--- src/ocm_map.svh ---
/*
  Bit positions and reset values of the output clock configuration image.
  Assumes the 128-bit image is loaded as four 32-bit words over the plain register port.
*/
`ifndef OCM_MAP_SVH
`define OCM_MAP_SVH

// ----------------------------------------------------------------------------
// Register map of the configuration port
// ----------------------------------------------------------------------------
`define OCM_CFG_WORDS      4
`define OCM_ADDR_STATUS    4'h4
`define OCM_ADDR_CODES     4'h5

// ----------------------------------------------------------------------------
// Field positions inside the 128-bit configuration image
// ----------------------------------------------------------------------------
`define OCM_POST_A_LSB     96
`define OCM_POST_B_LSB     100
`define OCM_POST_C0_LSB    104
`define OCM_POST_D0_LSB    108
`define OCM_PATH_C_DIVIDE_CODE_BANK0_LSB    112
`define OCM_PATH_D_DIVIDE_CODE_BANK0_LSB    116
`define OCM_PWRDN_LSB      120
`define OCM_MUX_A_LSB      22
`define OCM_MUX_B_LSB      46
`define OCM_MUX_C0_LSB     70
`define OCM_PATH_C_SOURCE_SEL_BANK0_LSB     124
`define OCM_MUX_D0_LSB     94
`define OCM_PATH_D_SOURCE_SEL_BANK0_LSB     126
`define OCM_LF1_BIT        20
`define OCM_LF2_BIT        44
`define OCM_LF3_B0_BIT     68
`define OCM_LF3_B1_BIT     92
`define OCM_CP1_BIT        19
`define OCM_CP2_BIT        43
`define OCM_CP3_B0_BIT     67
`define OCM_CP3_B1_BIT     91

// ----------------------------------------------------------------------------
// Reset values
// ----------------------------------------------------------------------------
`define OCM_CFG_RESET      32'h0000_0000

`endif

--- src/ocm_pkg.sv ---
/*
  Types shared by the output clock mux and post-divider block.
  Assumes the field positions come from ocm_map.svh.
*/
package ocm_pkg;

  typedef enum logic [1:0] {
    OCM_SRC_REF  = 2'h0,
    OCM_SRC_PLL1 = 2'h1,
    OCM_SRC_PLL2 = 2'h2,
    OCM_SRC_PLL3 = 2'h3
  } ocm_src_t;

  typedef struct packed {
    ocm_src_t   source;
    logic [3:0] divide_code;
    logic       pwrdn_en;
  } ocm_path_cfg_t;

  typedef struct packed {
    logic filter_long;
    logic pump_high;
  } ocm_pll_tune_t;

endpackage

--- src/ocm_post_divider.sv ---
/*
  One output path: source mux followed by a programmable post divider.
  Assumes the source clocks are sampled synchronously to clk as enables.
*/
`timescale 1ns/1ps

module ocm_post_divider
  import ocm_pkg::*;
#(
  parameter int CNT_W = 6
)
(
  input  wire logic          clk,
  input  wire logic          sys_rst,
  input  wire ocm_path_cfg_t cfg,
  input  wire logic [3:0]    src_clk,
  input  wire logic          power_down_input,
  output logic               clk_out,
  output logic [CNT_W-1:0]   ratio
);

  logic [CNT_W-1:0] count_reg;
  logic             src_d_reg;
  logic             src_now;
  logic             src_rise;
  logic             halted;

  always_comb
  begin
    unique case (cfg.divide_code)
      4'h0: ratio = CNT_W'(1);
      4'h1: ratio = CNT_W'(2);
      4'h2: ratio = CNT_W'(3);
      4'h3: ratio = CNT_W'(4);
      4'h4: ratio = CNT_W'(5);
      4'h5: ratio = CNT_W'(6);
      4'h6: ratio = CNT_W'(8);
      4'h7: ratio = CNT_W'(9);
      4'h8: ratio = CNT_W'(10);
      4'h9: ratio = CNT_W'(12);
      4'ha: ratio = CNT_W'(15);
      4'hb: ratio = CNT_W'(16);
      4'hc: ratio = CNT_W'(18);
      4'hd: ratio = CNT_W'(20);
      4'he: ratio = CNT_W'(25);
      4'hf: ratio = CNT_W'(50);
    endcase
  end

  assign src_now  = src_clk[cfg.source];
  assign src_rise = src_now & ~src_d_reg;
  assign halted   = cfg.pwrdn_en & power_down_input;

  always_ff @(posedge clk)
  begin
    if (sys_rst)
      src_d_reg <= 1'b0;
    else
      src_d_reg <= src_now;
  end

  // Toggles every ratio source edges; ratio 1 follows the source directly.
  // A change of code restarts nothing, so the output may glitch.
  always_ff @(posedge clk)
  begin
    if (sys_rst || halted)
    begin
      count_reg <= '0;
      clk_out   <= 1'b0;
    end
    else if (ratio == CNT_W'(1))
    begin
      count_reg <= '0;
      clk_out   <= src_now;
    end
    else if (src_rise || (src_now != src_d_reg))
    begin
      if (count_reg >= ratio - CNT_W'(1))
      begin
        count_reg <= '0;
        clk_out   <= ~clk_out;
      end
      else
        count_reg <= count_reg + CNT_W'(1);
    end
  end

  a_halt_low: assert property (@(posedge clk) disable iff (sys_rst)
    halted |=> !clk_out) else $error("divider output not low in power-down");

endmodule

--- src/ocm_clock_out.sv ---
/*
  Output clock path of a three-PLL generator: four muxes, four post dividers,
  banked settings for paths C and D and for the third PLL's tuning.
  Assumes the configuration image arrives over the plain register port.
*/
// The register offsets and the plain strobed port were left to the implementer.
// Function
// - Path A divide code comes from image bits 99..96.
// - Path B divide code comes from image bits 103..100.
// - Bank select low: path C divide code from bits 107..104.
// - Bank select high: path C divide code from bits 115..112.
// - Bank select low: path D divide code from bits 111..108.
// - Bank select high: path D divide code from bits 119..116.
// - Codes 0-5 divide 1-6; 6-15 divide 8,9,10,12,15,16,18,20,25,50.
// - Path A source from bits 23..22: ref, PLL1, PLL2, PLL3.
// - Path B source from bits 47..46, same encoding.
// - Bank select low: path C source from bits 71..70.
// - Bank select high: path C source from bits 125..124.
// - Bank select low: path D source from bits 95..94.
// - Bank select high: path D source from bits 127..126.
// - PLL1 and PLL2 filter constant from bits 20 and 44.
// - PLL3 holds two filter bits, 68 and 92, chosen by bank.
// - Pump current bits 19, 43, 67/91; 67 low bank, 91 high.
// - All configuration bits clear at reset; outputs pass reference.
// - Mux or divider changes may glitch the output clock.
// - Bits 120..123 power off a divider while power-down is asserted.
`timescale 1ns/1ps
`include "ocm_map.svh"

module ocm_clock_out
  import ocm_pkg::*;
#(
  parameter int CNT_W = 6
)
(
  input  wire logic        clk,
  input  wire logic        sys_rst,
  input  wire logic [3:0]  reg_addr,
  input  wire logic [31:0] reg_wdata,
  input  wire logic        reg_wr,
  input  wire logic        reg_rd,
  output logic      [31:0] reg_rdata,
  input  wire logic        ref_clk_in,
  input  wire logic [2:0]  pll_clk_in,
  input  wire logic        bank_select_input,
  input  wire logic        power_down_input,
  output logic [3:0]       clk_out,
  output ocm_pll_tune_t    pll1_tune,
  output ocm_pll_tune_t    pll2_tune,
  output ocm_pll_tune_t    pll3_tune
);

  // --------------------------------------------------------------------------
  // Configuration image and register port
  // --------------------------------------------------------------------------
  logic [31:0]         cfg_reg [`OCM_CFG_WORDS];
  logic [127:0]        image;
  logic [3:0]          src_clk;
  ocm_path_cfg_t       path_cfg [4];
  logic [CNT_W-1:0]    ratio [4];
  logic                bank;

  genvar gi;
  generate
    for (gi = 0; gi < `OCM_CFG_WORDS; gi++)
    begin : g_word
      always_ff @(posedge clk)
      begin
        if (sys_rst)
          cfg_reg[gi] <= `OCM_CFG_RESET;
        else if (reg_wr && reg_addr == 4'(gi))
          cfg_reg[gi] <= reg_wdata;
      end
      assign image[gi*32 +: 32] = cfg_reg[gi];
    end
  endgenerate

  always_ff @(posedge clk)
  begin
    if (sys_rst)
      reg_rdata <= '0;
    else if (reg_rd)
    begin
      if (reg_addr < 4'(`OCM_CFG_WORDS))
        reg_rdata <= cfg_reg[reg_addr[1:0]];
      else if (reg_addr == `OCM_ADDR_STATUS)
        reg_rdata <= {26'h0, power_down_input, bank_select_input, clk_out};
      else if (reg_addr == `OCM_ADDR_CODES)
        reg_rdata <= {8'h0, CNT_W'(ratio[3]), CNT_W'(ratio[2]), CNT_W'(ratio[1]), CNT_W'(ratio[0])};
      else
        reg_rdata <= '0;
    end
    else
      reg_rdata <= '0;
  end

  // --------------------------------------------------------------------------
  // Field extraction with bank selection
  // --------------------------------------------------------------------------
  assign bank    = bank_select_input;
  assign src_clk = {pll_clk_in, ref_clk_in};

  always_comb
  begin
    path_cfg[0].source      = ocm_src_t'(image[`OCM_MUX_A_LSB +: 2]);
    path_cfg[0].divide_code = image[`OCM_POST_A_LSB +: 4];
    path_cfg[1].source      = ocm_src_t'(image[`OCM_MUX_B_LSB +: 2]);
    path_cfg[1].divide_code = image[`OCM_POST_B_LSB +: 4];
    if (bank)
    begin
      path_cfg[2].source      = ocm_src_t'(image[`OCM_PATH_C_SOURCE_SEL_BANK0_LSB +: 2]);
      path_cfg[2].divide_code = image[`OCM_PATH_C_DIVIDE_CODE_BANK0_LSB +: 4];
      path_cfg[3].source      = ocm_src_t'(image[`OCM_PATH_D_SOURCE_SEL_BANK0_LSB +: 2]);
      path_cfg[3].divide_code = image[`OCM_PATH_D_DIVIDE_CODE_BANK0_LSB +: 4];
    end
    else
    begin
      path_cfg[2].source      = ocm_src_t'(image[`OCM_MUX_C0_LSB +: 2]);
      path_cfg[2].divide_code = image[`OCM_POST_C0_LSB +: 4];
      path_cfg[3].source      = ocm_src_t'(image[`OCM_MUX_D0_LSB +: 2]);
      path_cfg[3].divide_code = image[`OCM_POST_D0_LSB +: 4];
    end
    for (int i = 0; i < 4; i++)
      path_cfg[i].pwrdn_en = image[`OCM_PWRDN_LSB + i];
  end

  // --------------------------------------------------------------------------
  // PLL tuning outputs
  // --------------------------------------------------------------------------
  always_ff @(posedge clk)
  begin
    if (sys_rst)
    begin
      pll1_tune <= '0;
      pll2_tune <= '0;
      pll3_tune <= '0;
    end
    else
    begin
      pll1_tune <= '{filter_long: image[`OCM_LF1_BIT], pump_high: image[`OCM_CP1_BIT]};
      pll2_tune <= '{filter_long: image[`OCM_LF2_BIT], pump_high: image[`OCM_CP2_BIT]};
      pll3_tune <= bank ?
        '{filter_long: image[`OCM_LF3_B1_BIT], pump_high: image[`OCM_CP3_B1_BIT]} :
        '{filter_long: image[`OCM_LF3_B0_BIT], pump_high: image[`OCM_CP3_B0_BIT]};
    end
  end

  // --------------------------------------------------------------------------
  // Output paths
  // --------------------------------------------------------------------------
  generate
    for (gi = 0; gi < 4; gi++)
    begin : g_path
      ocm_post_divider #(
        .CNT_W (CNT_W)
      ) u_div (
        .clk              (clk),
        .sys_rst          (sys_rst),
        .cfg              (path_cfg[gi]),
        .src_clk          (src_clk),
        .power_down_input (power_down_input),
        .clk_out          (clk_out[gi]),
        .ratio            (ratio[gi])
      );
    end
  endgenerate

  // --------------------------------------------------------------------------
  // Checks
  // --------------------------------------------------------------------------
  a_c_bank_src: assert property (@(posedge clk) disable iff (sys_rst)
    bank |-> path_cfg[2].source == ocm_src_t'(image[125:124])) else $error("path C bank 1 source wrong");
  a_d_bank_src: assert property (@(posedge clk) disable iff (sys_rst)
    !bank |-> path_cfg[3].source == ocm_src_t'(image[95:94])) else $error("path D bank 0 source wrong");
  a_c_bank_div: assert property (@(posedge clk) disable iff (sys_rst)
    !bank |-> path_cfg[2].divide_code == image[107:104]) else $error("path C bank 0 code wrong");
  a_d_bank_div: assert property (@(posedge clk) disable iff (sys_rst)
    bank |-> path_cfg[3].divide_code == image[119:116]) else $error("path D bank 1 code wrong");
  a_top_ratio: assert property (@(posedge clk) disable iff (sys_rst)
    path_cfg[0].divide_code == 4'hf |-> ratio[0] == CNT_W'(50)) else $error("code 15 not divide 50");
  a_pll3_tune: assert property (@(posedge clk) disable iff (sys_rst)
    $stable(bank) && $stable(image) |-> pll3_tune.filter_long == (bank ? image[92] : image[68]))
    else $error("pll3 filter bank wrong");
  a_reset_clear: assert property (@(posedge clk)
    sys_rst |=> image == 128'h0) else $error("image not cleared by reset");
  a_pass_ref: assert property (@(posedge clk) disable iff (sys_rst)
    image == 128'h0 && !$past(sys_rst) |-> clk_out[1] == $past(ref_clk_in)) else $error("reference not passed");

endmodule

--- config.mk ---
export PLATFORM = sky130hd
export DESIGN_NAME = ocm_clock_out
export DESIGN_NICKNAME = d
export VERILOG_FILES = /design/src/ocm_pkg.sv /design/src/ocm_post_divider.sv /design/src/ocm_clock_out.sv
export VERILOG_INCLUDE_DIRS = /design/src
export SDC_FILE = /design/constraint.sdc
export NUM_CORES = 1
export LEC_CHECK = 0
export BUFFER_PORTS_ARGS = -buffer_cell sky130_fd_sc_hd__buf_2
export CAP_MARGIN = 20
export CORE_ASPECT_RATIO = 0.6
export CORE_MARGIN = 8
export CORE_UTILIZATION = 45
export DETAILED_ROUTE_END_ITERATION = 10
export PLACE_DENSITY_LB_ADDON = 0.25
export SYNTH_ARGS = -nofsm -noshare
export SYNTH_HDL_FRONTEND = slang
export SYNTH_HIERARCHICAL = 1
export SYNTH_SLANG_ARGS = --single-unit
--- constraint.sdc ---
create_clock -name clk -period 8.3 [get_ports clk]
set_clock_uncertainty 0.05 [all_clocks]
set_input_delay 2.49 -clock clk [delete_from_list [all_inputs] [get_ports clk]]
set_output_delay 2.49 -clock clk [all_outputs]
set_load 0.005 [all_outputs]
==> metrics <==
die area approximately 0.03 mm2; Place WS 1800 ps; flip-flop count of the largest register after layout 128; Design Power 0.00234 W; count of H-tree levels built during CTS 4; max_cap viols 0; IO buf count 87; Layout Area Growth over Synthesis 11.4%; ys flop type sky130_fd_sc_hd__edfxtp_1; setup ws final roughly 2200 ps; Gate Count Post-Synth 838; horizontal die dimension 216 um; ordered list of cells on the worst path buf_2, mux2_2, ha_1, inv_2, mux4_2, or3_4, nor2_1, xnor2_1, ha_1, a211o_1, a21oi_1, o21a_1, o22ai_1, nor3_1; maximum fanout along the worst path 15; routed wire length 26100 um; path type of the worst min-delay path register to register; EDFF count, synth 128; multiplexer area fraction after synthesis 0.114; asr flop ratio synth 0; Finished Layout Cells approximately 1200; result of the run complete, no violations; endpoints failing hold 0; Final period util 0.731; achievable clock frequency between 0.15 and 0.2 GHz; number of buffers on the longest clock path 2; number of buffers inserted for hold repair after clock tree synthesis 0; clock-pin slew on the worst setup and hold paths 80 ps; sequential share of the synthesized area 0.485; count of antenna diodes in the layout 0; final HPWL from detailed placement 17500 um; # IOs 88; post-CTS setup buffer count 0; vias after detailed routing between 6000 and 7000; library cell appearing most often on the critical path sky130_fd_sc_hd__ha_1; number of buffers inserted during clock tree synthesis 17; cells resized by post-CTS repair 0; Design Area, Final 0.0121 mm2; data required time of the worst path approximately 8600 ps; PwrDens slightly below 200 mW/mm2; arrival time of the worst setup path 6380 ps; wire length of the first global-routing pass between 40000 and 50000 um; critical path class input pin to register; Reg2Reg Setup Slack 4240 ps; LEAKAGE 4.45 nW; CTS root buf sky130_fd_sc_hd__clkbuf_16; kind of end point of the critical path register; Synth Net Count 935; via-per-instance ratio 5.59; pin count of the biggest net entering global routing 129; average footprint of a synthesized cell 12.9 um2; Site Rows 44; kind of start point of the critical path input pin; cell total after placement between 1000 and 1500; synth unique cells 57; aggregate global routing overflow 0; xor/xnor share of the synthesized area 0.0350; transition at the pin with the smallest max-transition slack 885 ps; main combinational cell family by area after synthesis simple AND/OR/NAND/NOR gates; number of global-route vias before repair approximately 6900; Post-Synth Adder-Cell Area 0.0589; number of fillers in the final layout 2129; Slowest-stage cell, CP sky130_fd_sc_hd__mux4_2; post-detailed-route wirelength per cell 21.1 um; worst slew slack as a fraction of its limit 0.410; category of cells accounting for the largest share of critical-path delay multiplexers; total of flip-flops plus latches after synthesis 198; antenna violations before repair 0; summed instance area of the synthesized netlist 0.0108 mm2; post-layout net count 998; Max IR drop VDD around 120 uV; overall routing resource usage 0.180; TritonCTS clock tree yes; post-route DRC violation count 0; buffering stage count on the worst path with inverters included 2; final critical path time including I/O delays and setup 6070 ps; fraction of final layout cells with drive strength greater than 1 0.373; number of optimization iterations in the first detailed-route pass 5; slowest stage delay, CP 500 ps; Yosys warning total 6; clock latency of the later-clocked register in the worst-skew pair 440 ps; placeable core area ~0.024 mm2; post-detailed-route count of antenna-violating nets 0; clock net sink count 198; total placed instance area 0.0115 mm2; Synth Area in Simple Gates 0.185; RD Place Congestion 0.827; Vert. Die Dim 136 um; number of design-rule violations left by the first detailed-router iteration 551; Starting Density 0.453; synthesized-area fraction occupied by ao, oa, aoi and oai cells 0.0647; number of max-slew violations in the final report 0; setup repair after global routing missed its margin false; total negative slack for setup checks 0 ps; endpoints failing setup 0
==> power by group <==
group	total [W]	internal, W	switching, W	leakage (nW)
registers	0.00114	0.00110	0.0000384	1.80
logic	0.000396	0.000161	0.000234	2.38
clock network	0.000801	0.000419	0.000383	0.272
total	0.00234	0.00168	0.000655	4.45
==> logic make-up after synthesis <==
| group | Yosys count |
|---|---|
| adder cells (fa/ha/maj) | 51 |
| AO/OA/AOI/OAI | 97 |
| buffers and inverters | 122 |
| AND/OR/NAND/NOR | 263 |
| XOR/XNOR | 36 |
| flip-flops | 198 |
| multiplexers | 71 |
==> cells in the final DEF (no fill, tap or decap), types with 15 or more instances in the layout <==
cell / Yosys / final
sky130_fd_sc_hd__clkbuf_16: 0 / 17
sky130_fd_sc_hd__a32o_1: 24 / 24
sky130_fd_sc_hd__inv_1: 62 / 62
sky130_fd_sc_hd__ha_1: 51 / 51
sky130_fd_sc_hd__nand2_1: 21 / 20
sky130_fd_sc_hd__mux4_2: 40 / 40
sky130_fd_sc_hd__mux2_2: 18 / 18
sky130_fd_sc_hd__edfxtp_1: 128 / 128
sky130_fd_sc_hd__nor3_2: 123 / 123
sky130_fd_sc_hd__a21oi_1: 25 / 25
sky130_fd_sc_hd__nor3_1: 18 / 18
sky130_fd_sc_hd__xor2_1: 19 / 19
sky130_fd_sc_hd__nand4_1: 15 / 15
sky130_fd_sc_hd__buf_2: 26 / 87
sky130_fd_sc_hd__nor2_1: 30 / 30
sky130_fd_sc_hd__dfxtp_1: 70 / 70
==> worst paths after layout <==
kind,cells after the start,start,endpoint
setup / recovery,14,bank_select_input,g_path[3].u_div/count_reg[3]
hold / removal,1,cfg_reg[0][20],pll1_tune[1]
setup reg to reg,13,cfg_reg[3][13],g_path[3].u_div/count_reg[3]
hold reg to reg,1,cfg_reg[0][20],pll1_tune[1]
==> metrics by stage <==
stage / utilization / hold slack, ps
after global routing: 0.505 / 490
final: 0.505 / 464
after floorplan: - / 401
after detailed placement: 0.481 / 446
after global placement: 0.480 / 438
after CTS: 0.505 / 476
==> layout make-up <==
type	count	area, um2	area share
tap	322	403	0.0334
timing repair buffer	101	573	0.0475
sequential	198	5250	0.435
clock buffer	19	433	0.0359
clock inverter	13	124	0.0103
inverter	65	244	0.0202
multi-input combinational	518	5040	0.418
==> synth_stat cells (all sizes together) (13+ instances only) <==
cell	instances	area [um2]
mux4	40	901
o21ai	16	87.6
ha	51	638
dfxtp	70	1400
nor2b	15	96.3
edfxtp	128	3840
mux2i	13	130
mux2	18	203
inv	65	244
nand4	15	93.8
nand2	22	90.1
a32o	24	240
nor3	141	1320
xnor2	13	114
xor2	23	265
nor2	30	113
buf	46	337
a21oi	25	125
==> per-layer routing <==
| metal | track usage | part of all wire | up-vias |
|---|---|---|---|
| met5 | 0 | 0 | - |
| met4 | 0.0483 | 0.011 | 0 |
| met3 | 0.0340 | 0.059 | 20 |
| met2 | 0.265 | 0.43 | 210 |
| met1 | 0.267 | 0.50 | 3450 |
| li1 | - | - | 3235 |
(Power assumes the default switching activity.)
